### src/design/tsr_defs.svh
// Purpose: Offsets, field positions, reset values and codes of the trigger and status bank
// Assumes: Included by bare name from the package and the test files
// Notes: Definitions only
`ifndef TSR_DEFS_SVH
`define TSR_DEFS_SVH
`define TSR_OFS_CONFIG 8'h1f
`define TSR_OFS_TRIGGER 8'h20
`define TSR_OFS_LATCH_CLR 8'h21
`define TSR_OFS_STATUS 8'h22
`define TSR_OFS_CMP_STATUS 8'h23
`define TSR_RST_REG16 16'h0000
`define TSR_LOCK_BIT 14
`define TSR_KEY_HI 15
`define TSR_KEY_LO 12
`define TSR_UNLOCK_CODE 4'h5
`define TSR_SRST_HI 11
`define TSR_SRST_LO 8
`define TSR_SRST_CODE 4'ha
`define TSR_PROG_BIT 1
`define TSR_RELOAD_BIT 0
`define TSR_TRIG_KEEP 16'hff03
`define TSR_CLR_KEEP 16'h8888
`define TSR_FACT_FAIL_BIT 15
`define TSR_USER_FAIL_BIT 14
`define TSR_STORE_BUSY_BIT 8
// Identifier values below are arbitrary
`define TSR_PART_ID 6'h2a
`define TSR_REV_ID 2'h1
`define TSR_AXI_TARGET 4'h0
`define TSR_AXI_WDATA 4'h4
`define TSR_AXI_CTRL 4'h8
`define TSR_AXI_STATUS 4'hc
`define TSR_AXI_RDATA 4'h0
`define TSR_AXI_OKAY 2'h0
`define TSR_AXI_SLVERR 2'h2
`endif

### src/design/tsr_pkg.sv
// Purpose: Link types shared by both ends of the trigger and status bank, and the host sequencer state type
// Assumes: tsr_defs.svh holds the numbers
// Notes: None
`include "tsr_defs.svh"
package tsr_pkg;
   typedef logic [7:0] tsr_addr_t;
   typedef logic [15:0] tsr_word_t;
   typedef enum logic [2:0]
   {
      tsr_idle = 3'b001,
      tsr_poll = 3'b010,
      tsr_xfer = 3'b100
   } tsr_host_state_t;
endpackage : tsr_pkg

### src/design/tsr_link_if.sv
// Purpose: Register access link between the host controller and the device
// Assumes: One clock, host holds req until ack
// Notes: ack is a one-cycle pulse, rdata is valid with it
`timescale 1ns/100ps
interface tsr_link_if;
   logic req;
   logic we;
   tsr_pkg::tsr_addr_t addr;
   tsr_pkg::tsr_word_t wdata;
   logic ack;
   tsr_pkg::tsr_word_t rdata;
   modport host (output req, output we, output addr, output wdata, input ack, input rdata);
   modport device (input req, input we, input addr, input wdata, output ack, output rdata);
endinterface : tsr_link_if

### src/design/tsr_device.sv
// Purpose: Trigger, latch clear, lock and status registers of the device end
// Assumes: Comparator inputs may be asynchronous; other inputs are synchronous to aclk
// Notes: Lock, trigger and status share one link
`timescale 1ns/100ps
module tsr_device
#(
   parameter logic [5:0] PART_ID = `TSR_PART_ID, // Arbitrary value
   parameter logic [1:0] REV_ID = `TSR_REV_ID
)
(
   input wire logic aclk,
   input wire logic aresetn,
   tsr_link_if.device link,
   input wire logic [3:0] cmp_in,
   input wire logic [3:0] dac_busy,
   input wire logic store_busy,
   input wire logic factory_check_evt,
   input wire logic user_check_evt,
   output logic store_program_trigger,
   output logic store_reload_trigger,
   output logic soft_reset,
   output logic register_lock,
   output logic [3:0] comparator_latch
);
   import tsr_pkg::*;

   // ----------------------------------------------
   // Reset and access decode
   // ----------------------------------------------
   logic rst_n;
   logic take;
   logic wr;
   logic unlock_armed;
   logic [3:0] key_field;
   logic [3:0] cmp_meta;
   logic [3:0] cmp_sync;
   logic factory_check_fail;
   logic user_store_check_fail;
   logic cfg_ok;
   tsr_word_t status_word;
   tsr_word_t next_rdata;

   assign rst_n = aresetn & ~soft_reset;
   assign take = link.req & ~link.ack;
   assign wr = take & link.we;
   assign cfg_ok = ~register_lock | unlock_armed;

   always_ff @(posedge aclk)
   begin
      if (!aresetn)
         soft_reset <= 1'b0;
      else
         soft_reset <= wr && link.addr == `TSR_OFS_TRIGGER && !register_lock &&
            link.wdata[`TSR_SRST_HI:`TSR_SRST_LO] == `TSR_SRST_CODE;
   end

   // ----------------------------------------------
   // Trigger register
   // ----------------------------------------------
   always_ff @(posedge aclk)
   begin
      if (!rst_n)
      begin
         key_field <= 4'(`TSR_RST_REG16 >> `TSR_KEY_LO);
         store_program_trigger <= 1'b0;
         store_reload_trigger <= 1'b0;
      end
      else
      begin
         store_program_trigger <= 1'b0;
         store_reload_trigger <= 1'b0;
         if (wr && link.addr == `TSR_OFS_TRIGGER)
         begin
            key_field <= link.wdata[`TSR_KEY_HI:`TSR_KEY_LO];
            if (!register_lock)
            begin
               store_program_trigger <= link.wdata[`TSR_PROG_BIT];
               store_reload_trigger <= link.wdata[`TSR_RELOAD_BIT];
            end
         end
      end
   end

   // ----------------------------------------------
   // Lock and unlock sequence
   // ----------------------------------------------
   always_ff @(posedge aclk)
   begin
      if (!rst_n)
         unlock_armed <= 1'b0;
      else if (wr && link.addr == `TSR_OFS_TRIGGER)
         unlock_armed <= link.wdata[`TSR_KEY_HI:`TSR_KEY_LO] == `TSR_UNLOCK_CODE;
      else if (wr && link.addr == `TSR_OFS_CONFIG)
         unlock_armed <= 1'b0;
   end

   always_ff @(posedge aclk)
   begin
      if (!rst_n)
         register_lock <= 1'b0;
      else if (wr && link.addr == `TSR_OFS_CONFIG && cfg_ok)
         register_lock <= link.wdata[`TSR_LOCK_BIT];
   end

   // ----------------------------------------------
   // Comparator flags and latches
   // ----------------------------------------------
   always_ff @(posedge aclk)
   begin
      if (!rst_n)
      begin
         cmp_meta <= 4'h0;
         cmp_sync <= 4'h0;
      end
      else
      begin
         cmp_meta <= cmp_in;
         cmp_sync <= cmp_meta;
      end
   end

   always_ff @(posedge aclk)
   begin
      if (!rst_n)
         comparator_latch <= 4'h0;
      else
         for (int i = 0; i < 4; i++)
         begin
            if (cmp_sync[i])
               comparator_latch[i] <= 1'b1;
            else if (wr && link.addr == `TSR_OFS_LATCH_CLR && !register_lock && link.wdata[15 - 4 * i])
               comparator_latch[i] <= 1'b0;
         end
   end

   // ----------------------------------------------
   // Integrity check flags
   // ----------------------------------------------
   always_ff @(posedge aclk)
   begin
      if (!rst_n)
      begin
         factory_check_fail <= 1'b0;
         user_store_check_fail <= 1'b0;
      end
      else
      begin
         if (factory_check_evt)
            factory_check_fail <= 1'b1;
         if (user_check_evt)
            user_store_check_fail <= 1'b1;
      end
   end

   // ----------------------------------------------
   // Read path
   // ----------------------------------------------
   always_comb
   begin
      status_word = `TSR_RST_REG16;
      status_word[`TSR_FACT_FAIL_BIT] = factory_check_fail;
      status_word[`TSR_USER_FAIL_BIT] = user_store_check_fail;
      status_word[12:9] = dac_busy;
      status_word[`TSR_STORE_BUSY_BIT] = store_busy;
      status_word[7:0] = {PART_ID, REV_ID};
   end

   always_comb
   begin
      next_rdata = `TSR_RST_REG16;
      unique case (link.addr)
         `TSR_OFS_CONFIG: next_rdata[`TSR_LOCK_BIT] = register_lock;
         `TSR_OFS_TRIGGER: next_rdata[`TSR_KEY_HI:`TSR_KEY_LO] = key_field;
         `TSR_OFS_STATUS: next_rdata = status_word;
         `TSR_OFS_CMP_STATUS: next_rdata[3:0] = cmp_sync;
         default: next_rdata = `TSR_RST_REG16;
      endcase
   end

   always_ff @(posedge aclk)
   begin
      if (!aresetn)
      begin
         link.ack <= 1'b0;
         link.rdata <= `TSR_RST_REG16;
      end
      else
      begin
         link.ack <= take;
         if (take && !link.we)
            link.rdata <= next_rdata;
      end
   end
endmodule : tsr_device

### src/flat_wrapper.sv
// flat-port wrapper written by rule: the top's interface ports become plain ports
module tsr_device_flat import tsr_pkg::*;
#(
   parameter logic [5:0] PART_ID = `TSR_PART_ID,                   
   parameter logic [1:0] REV_ID = `TSR_REV_ID
)
  (aclk, aresetn, cmp_in, dac_busy, store_busy, factory_check_evt, user_check_evt, store_program_trigger, store_reload_trigger, soft_reset, register_lock, comparator_latch, link_req, link_we, link_addr, link_wdata, link_ack, link_rdata);
  tsr_link_if link_i ();
  input wire logic aclk;
  input wire logic aresetn;
  input wire logic [3:0] cmp_in;
  input wire logic [3:0] dac_busy;
  input wire logic store_busy;
  input wire logic factory_check_evt;
  input wire logic user_check_evt;
  output logic store_program_trigger;
  output logic store_reload_trigger;
  output logic soft_reset;
  output logic register_lock;
  output logic [3:0] comparator_latch;
  input wire logic [$bits(link_i.req)-1:0] link_req;
  input wire logic [$bits(link_i.we)-1:0] link_we;
  input wire logic [$bits(link_i.addr)-1:0] link_addr;
  input wire logic [$bits(link_i.wdata)-1:0] link_wdata;
  output wire logic [$bits(link_i.ack)-1:0] link_ack;
  output wire logic [$bits(link_i.rdata)-1:0] link_rdata;
  assign link_i.req = link_req;
  assign link_i.we = link_we;
  assign link_i.addr = link_addr;
  assign link_i.wdata = link_wdata;
  assign link_ack = link_i.ack;
  assign link_rdata = link_i.rdata;
  tsr_device #(.PART_ID(PART_ID), .REV_ID(REV_ID)) u_core (.aclk(aclk), .aresetn(aresetn), .link(link_i), .cmp_in(cmp_in), .dac_busy(dac_busy), .store_busy(store_busy), .factory_check_evt(factory_check_evt), .user_check_evt(user_check_evt), .store_program_trigger(store_program_trigger), .store_reload_trigger(store_reload_trigger), .soft_reset(soft_reset), .register_lock(register_lock), .comparator_latch(comparator_latch));
endmodule
### config.mk
export PLATFORM = sky130hd
export DESIGN_NAME = tsr_device_flat
export DESIGN_NICKNAME = d
export VERILOG_FILES = /design/src/design/tsr_pkg.sv /design/src/design/tsr_link_if.sv /design/src/design/tsr_device.sv /design/src/flat_wrapper.sv
export VERILOG_INCLUDE_DIRS = /design/src /design/src/design
export SDC_FILE = /design/constraint.sdc
export NUM_CORES = 1
export LEC_CHECK = 0
export BUFFER_PORTS_ARGS = -buffer_cell sky130_fd_sc_hd__buf_2
export CORE_UTILIZATION = 45
export CTS_CLUSTER_DIAMETER = 120
export DETAILED_ROUTE_END_ITERATION = 10
export PLACE_DENSITY_LB_ADDON = 0.3
export SLEW_MARGIN = 20
export SYNTH_ARGS = -nofsm -noshare
export SYNTH_HDL_FRONTEND = slang
export SYNTH_SLANG_ARGS = --single-unit
### constraint.sdc
create_clock -name aclk -period 1.9 [get_ports aclk]
set_input_delay 0.38 -clock aclk [delete_from_list [all_inputs] [get_ports aclk]]
set_output_delay 0.38 -clock aclk [all_outputs]
set_load 0.02 [all_outputs]
### After elaboration in Yosys (flattened, before gate mapping)

Index checks and enable logic that the tools add are counted.

* input bits: 39
* bits in read-only memories: 0
* output and inout port bits: 25
* memories: 0
* bits in latches: 0
* flip-flop bits (word level): 40
* bits in writable memories: 0

* $add $sub $neg: 0
* muxes and demuxes: 15
* shift operators: 0
* order comparisons: 0
* divide/modulo/power cells: 0
* eq/ne operators: 7
* bitwise logic cells: 9
* reduce and logical (&&, ||, !) cells: 20
* $mul: 0

Operators by type and width (number)
* $eq A8 B6 Y1 const B: 4
* $logic_and A1 B1 Y1: 12
* $mux W1: 10
* $reduce_bool A2 Y1: 5
* $eq A8 B5 Y1 const B: 1
* $mux W8: 1
* $pmux W4 S2: 1
* $not A1 Y1: 5
* $eq A4 B3 Y1 const B: 1
* $eq A4 B4 Y1 const B: 1
* $pmux W2 S2: 1
* $and A1 B1 Y1: 3
* $pmux W1 S3: 1
* $reduce_or A3 Y1: 1
* $logic_not A1 Y1: 2
* $pmux W1 S2: 1
* $or A1 B1 Y1: 1

### Logic depth before layout (Yosys ltp)

* depth in word-level cells: 8
* mapped depth: 5
* depth with buffers taken out: 4

### Worst setup path before layout

OpenSTA, ideal clock, no wires.

* kind: register to register
* start: register u_core.link.ack
* end: register u_core.comparator_latch[0]
* buffers on the path: 0
* data arrival time: 1.440 ns
* stages on the path, launching flop included: 5
* period minus slack after synthesis: 1.572 ns
* path slack: 0.328 ns
* cells stage by stage: dfxtp_1 -> nand3b_1 -> or4b_1 -> nor3_1 -> a31oi_1

* cells in the longest elaborated chain, start to end: 7

RTL lines
* start: declaration: RTL line tsr_link_if.sv:13 `modport device (input req, input we, input addr, input wdata, output ack, output rdata);`
* start signal: assignment: RTL line tsr_device.sv:189 `link.ack <= take;`
* $not A1 Y1: RTL line tsr_device.sv:44 `assign take = link.req & ~link.ack;`
* $and A1 B1 Y1: RTL line tsr_device.sv:44
* $and A1 B1 Y1: RTL line tsr_device.sv:45 `assign wr = take & link.we;`
* $logic_and A1 B1 Y1 (no source line)
* $logic_and A1 B1 Y1 (2 in a row): RTL line tsr_device.sv:131 `` else if (wr && link.addr == `TSR_OFS_LATCH_CLR && !register_lock && link.wdata[15 - 4 * i]) ``
* $reduce_bool A2 Y1 (no source line)
* end signal: assignment: RTL line tsr_device.sv:125 `comparator_latch <= 4'h0;`
* end signal: indexed assignment: RTL line tsr_device.sv:130 `comparator_latch[i] <= 1'b1;`
* end signal: indexed assignment: RTL line tsr_device.sv:132 `comparator_latch[i] <= 1'b0;`
* end: declaration: RTL line tsr_device.sv:23 `output logic [3:0] comparator_latch`

Every way passes these cells.
A chain may end at the register's enable or synchronous reset.

### Worst setup path in the final report

* start: register u_core.link.ack
* end: register u_core.comparator_latch[3]

Same word-level chain as after synthesis.

==> results.json <==
{
  "status": "finished, violations left",
  "violations": "design-rule violations",
  "min_period_ns": 1.58,
  "htreeDepth": 2,
  "die-area_sq_um": 3370,
  "drt-initial-drc-count": 55,
  "path_cells": "nand3b_1, or4b_1, nor3_1, buf_4, a31oi_1",
  "placed_cell_area_sq_um": 1740,
  "cp-start-kind": "flip-flop",
  "maxCapViolCount": 0,
  "yosysTopAreaCell": "dfxtp_1",
  "cp_max_fo": 6,
  "nNetsFinal": 250,
  "fin_crit_sh_pct": 83.3,
  "end_kind": "flip-flop",
  "synth_top_area_share_pct": 52.4,
  "mostFrequentLayoutCells": "buf_2, dfxtp_1, nor2_1, and2_1",
  "slew_violations": 0,
  "synthToLayoutAreaGrowth_pct": 29.3,
  "synth_cells": 148,
  "arrival_ns": 1.81,
  "synth.distinct_cells": 34,
  "dp_cells": 235,
  "gp_congestion": 0.867,
  "rows": 19,
  "max_stage_delay_ns": 0.48,
  "ys_warn_count": 0,
  "fmax_mhz": 632,
  "final_common_cell": "buf_2",
  "syn_area_sq_um": 1410,
  "ant_nets": 0,
  "postSynthAreaPerCell_sq_um": 9.54,
  "skew_ns": 0.00476,
  "postCtsResizedCells": 0,
  "port_buffers": 57,
  "cts_tree": "yes",
  "final_util_pct": 64.0,
  "synth_seq_area_share_pct": 52.4,
  "final_cells": 243,
  "cts_sinks": 37,
  "drc": 5,
  "viasPerCell": 5.35,
  "path_buf_inv": 1,
  "grt_max_degree": 14,
  "wl_per_cell_um": 13.0,
  "tns_ns": 0,
  "gr-total-overflow": 0,
  "critical_path_class": "reg2reg",
  "routed_wl_um": 3160,
  "fillers": 262,
  "post_cts_buffers": 0,
  "power_density_nw_per_um2": 811,
  "finalSetupViolCount": 0,
  "hpwlAfterDp_um": 2420,
  "insertion_delay_ns": 0.33,
  "p_leak_nw": 0.868,
  "drive_above_1_share_pct": 35.8,
  "drtPass1Iterations": 9,
  "grt_first_pass_wirelength_um": 5020,
  "rsz0062_at_grt": "false",
  "worst_hold_slack_ns": 0.200,
  "cts_max_path_buffers": 2,
  "min_path_type": "in2reg",
  "antenna_found_initial": 0,
  "synthTopCellsByArea": "dfxtp_1, nor2_1, and2_1",
  "ctsHoldBuffers": 0,
  "cts_root_buf": "clkbuf_4",
  "slowest_stage": "or4b_1",
  "critPathTopFamily": "simple AND/OR/NAND/NOR gates",
  "diodes": 0,
  "ios": 64,
  "ir_drop_mv": 0.632,
  "final_hold_viol_count": 0,
  "grt_usage_pct": 20.0,
  "design_area_sq_um": 1830,
  "grt_pass1_vias": 1161,
  "clkTransAtPathRegs_ns": 0.10,
  "core_area_sq_um": 2850,
  "cts_buffers": 5,
  "start_util_pct": 49.5,
  "worstPathRequired_ns": 2.13,
  "die_h_um": 58.0,
  "via_count": 1301,
  "ys_ff_latch": 37,
  "chipWidth_um": 58.0
}
## routing by layer
layer  up-vias  wire, um  GRT usage, %
met1       595      1410          24.3
li1        647         -             -
met5         -         0             0
met4         0        24          7.14
met2        55      1480          34.5
met3         4       243          4.91
## kinds of logic (layout without fill, tap and decap cells)
logic type,count (synthesis),count (layout),synth area share (%)
multiplexers,6,6,4.43
buffers and inverters,13,76,4.43
other,1,2,0.265
AO/OA/AOI/OAI,25,25,11.3
AND/OR/NAND/NOR,66,66,27.1
flip-flops,37,37,52.4
## worst register-to-register path: cells and delay by family (launching register included)
family                 cells  cell delay (ns)
buffers and inverters      1             0.17
AO/OA/AOI/OAI              1             0.08
flip-flops                 1             0.35
AND/OR/NAND/NOR            3             0.87
## where the power goes
group | switching (mW) | internal [mW]
logic | 0.0690 | 0.0559
registers | 0.00926 | 0.793
clock network | 0.240 | 0.314
## layout make-up
cell class,instances,area (sq um),area share (%)
multi-input combinational,99,613,33.6
tap,31,38.8,2.12
sequential,37,741,40.5
clock buffer,7,55.1,3.01
clock inverter,1,30.0,1.64
timing repair buffer,63,330,18.1
inverter,5,18.8,1.03
## sequential cells by signal, summed over array words and instances, names as in the netlist
register,cells
u_core.link.rdata,13
u_core.cmp_meta,4
u_core.cmp_sync,4
u_core.comparator_latch,4
u_core.key_field,4
u_core.factory_check_fail,1
u_core.link.ack,1
u_core.register_lock,1
u_core.soft_reset,1
u_core.store_program_trigger,1
u_core.store_reload_trigger,1
u_core.unlock_armed,1
u_core.user_store_check_fail,1
## path summary, 6_finish.rpt
path / from / to / slack (ns) / cells after the start
setup reg to reg: u_core.link.ack$_SDFF_PN0_ / u_core.comparator_latch[3]$_SDFFE_PP0P_ / 0.32 / 5
hold / removal: link_wdata[10] / u_core.soft_reset$_SDFF_PN0_ / 0.20 / 2
setup / recovery: u_core.link.ack$_SDFF_PN0_ / u_core.comparator_latch[3]$_SDFFE_PP0P_ / 0.32 / 5
hold reg to reg: u_core.cmp_meta[0]$_SDFF_PP0_ / u_core.cmp_sync[0]$_SDFF_PP0_ / 0.44 / 1
## cells in the mapped netlist (all sizes together)
cell type and number:
a22oi 7, a21oi 4, nor3b 2, nand2 7
nor3 4, nor4 4, or2 1, nand4 1
and3 3, conb 1, or4b 2, mux2 2
mux2i 4, nor4b 1, clkbuf 3, nor2 20
buf 5, inv 5, nand2b 1, dfxtp 37
or3b 2, o21ai 6, nand3 4, a221oi 3
a31oi 5, and2 9, and4 1, and3b 1
nand4b 2, nand3b 1
## metrics by stage
step	power, mW	setup slack, ns
2_1_floorplan	0.880	0.328
3_3_place_gp	0.939	0.203
3_5_place_dp	0.945	0.142
4_1_cts	1.50	0.322
5_1_grt	1.55	0.250
6_report	1.48	0.318
Note: power is estimated with default switching activity, not from simulation.
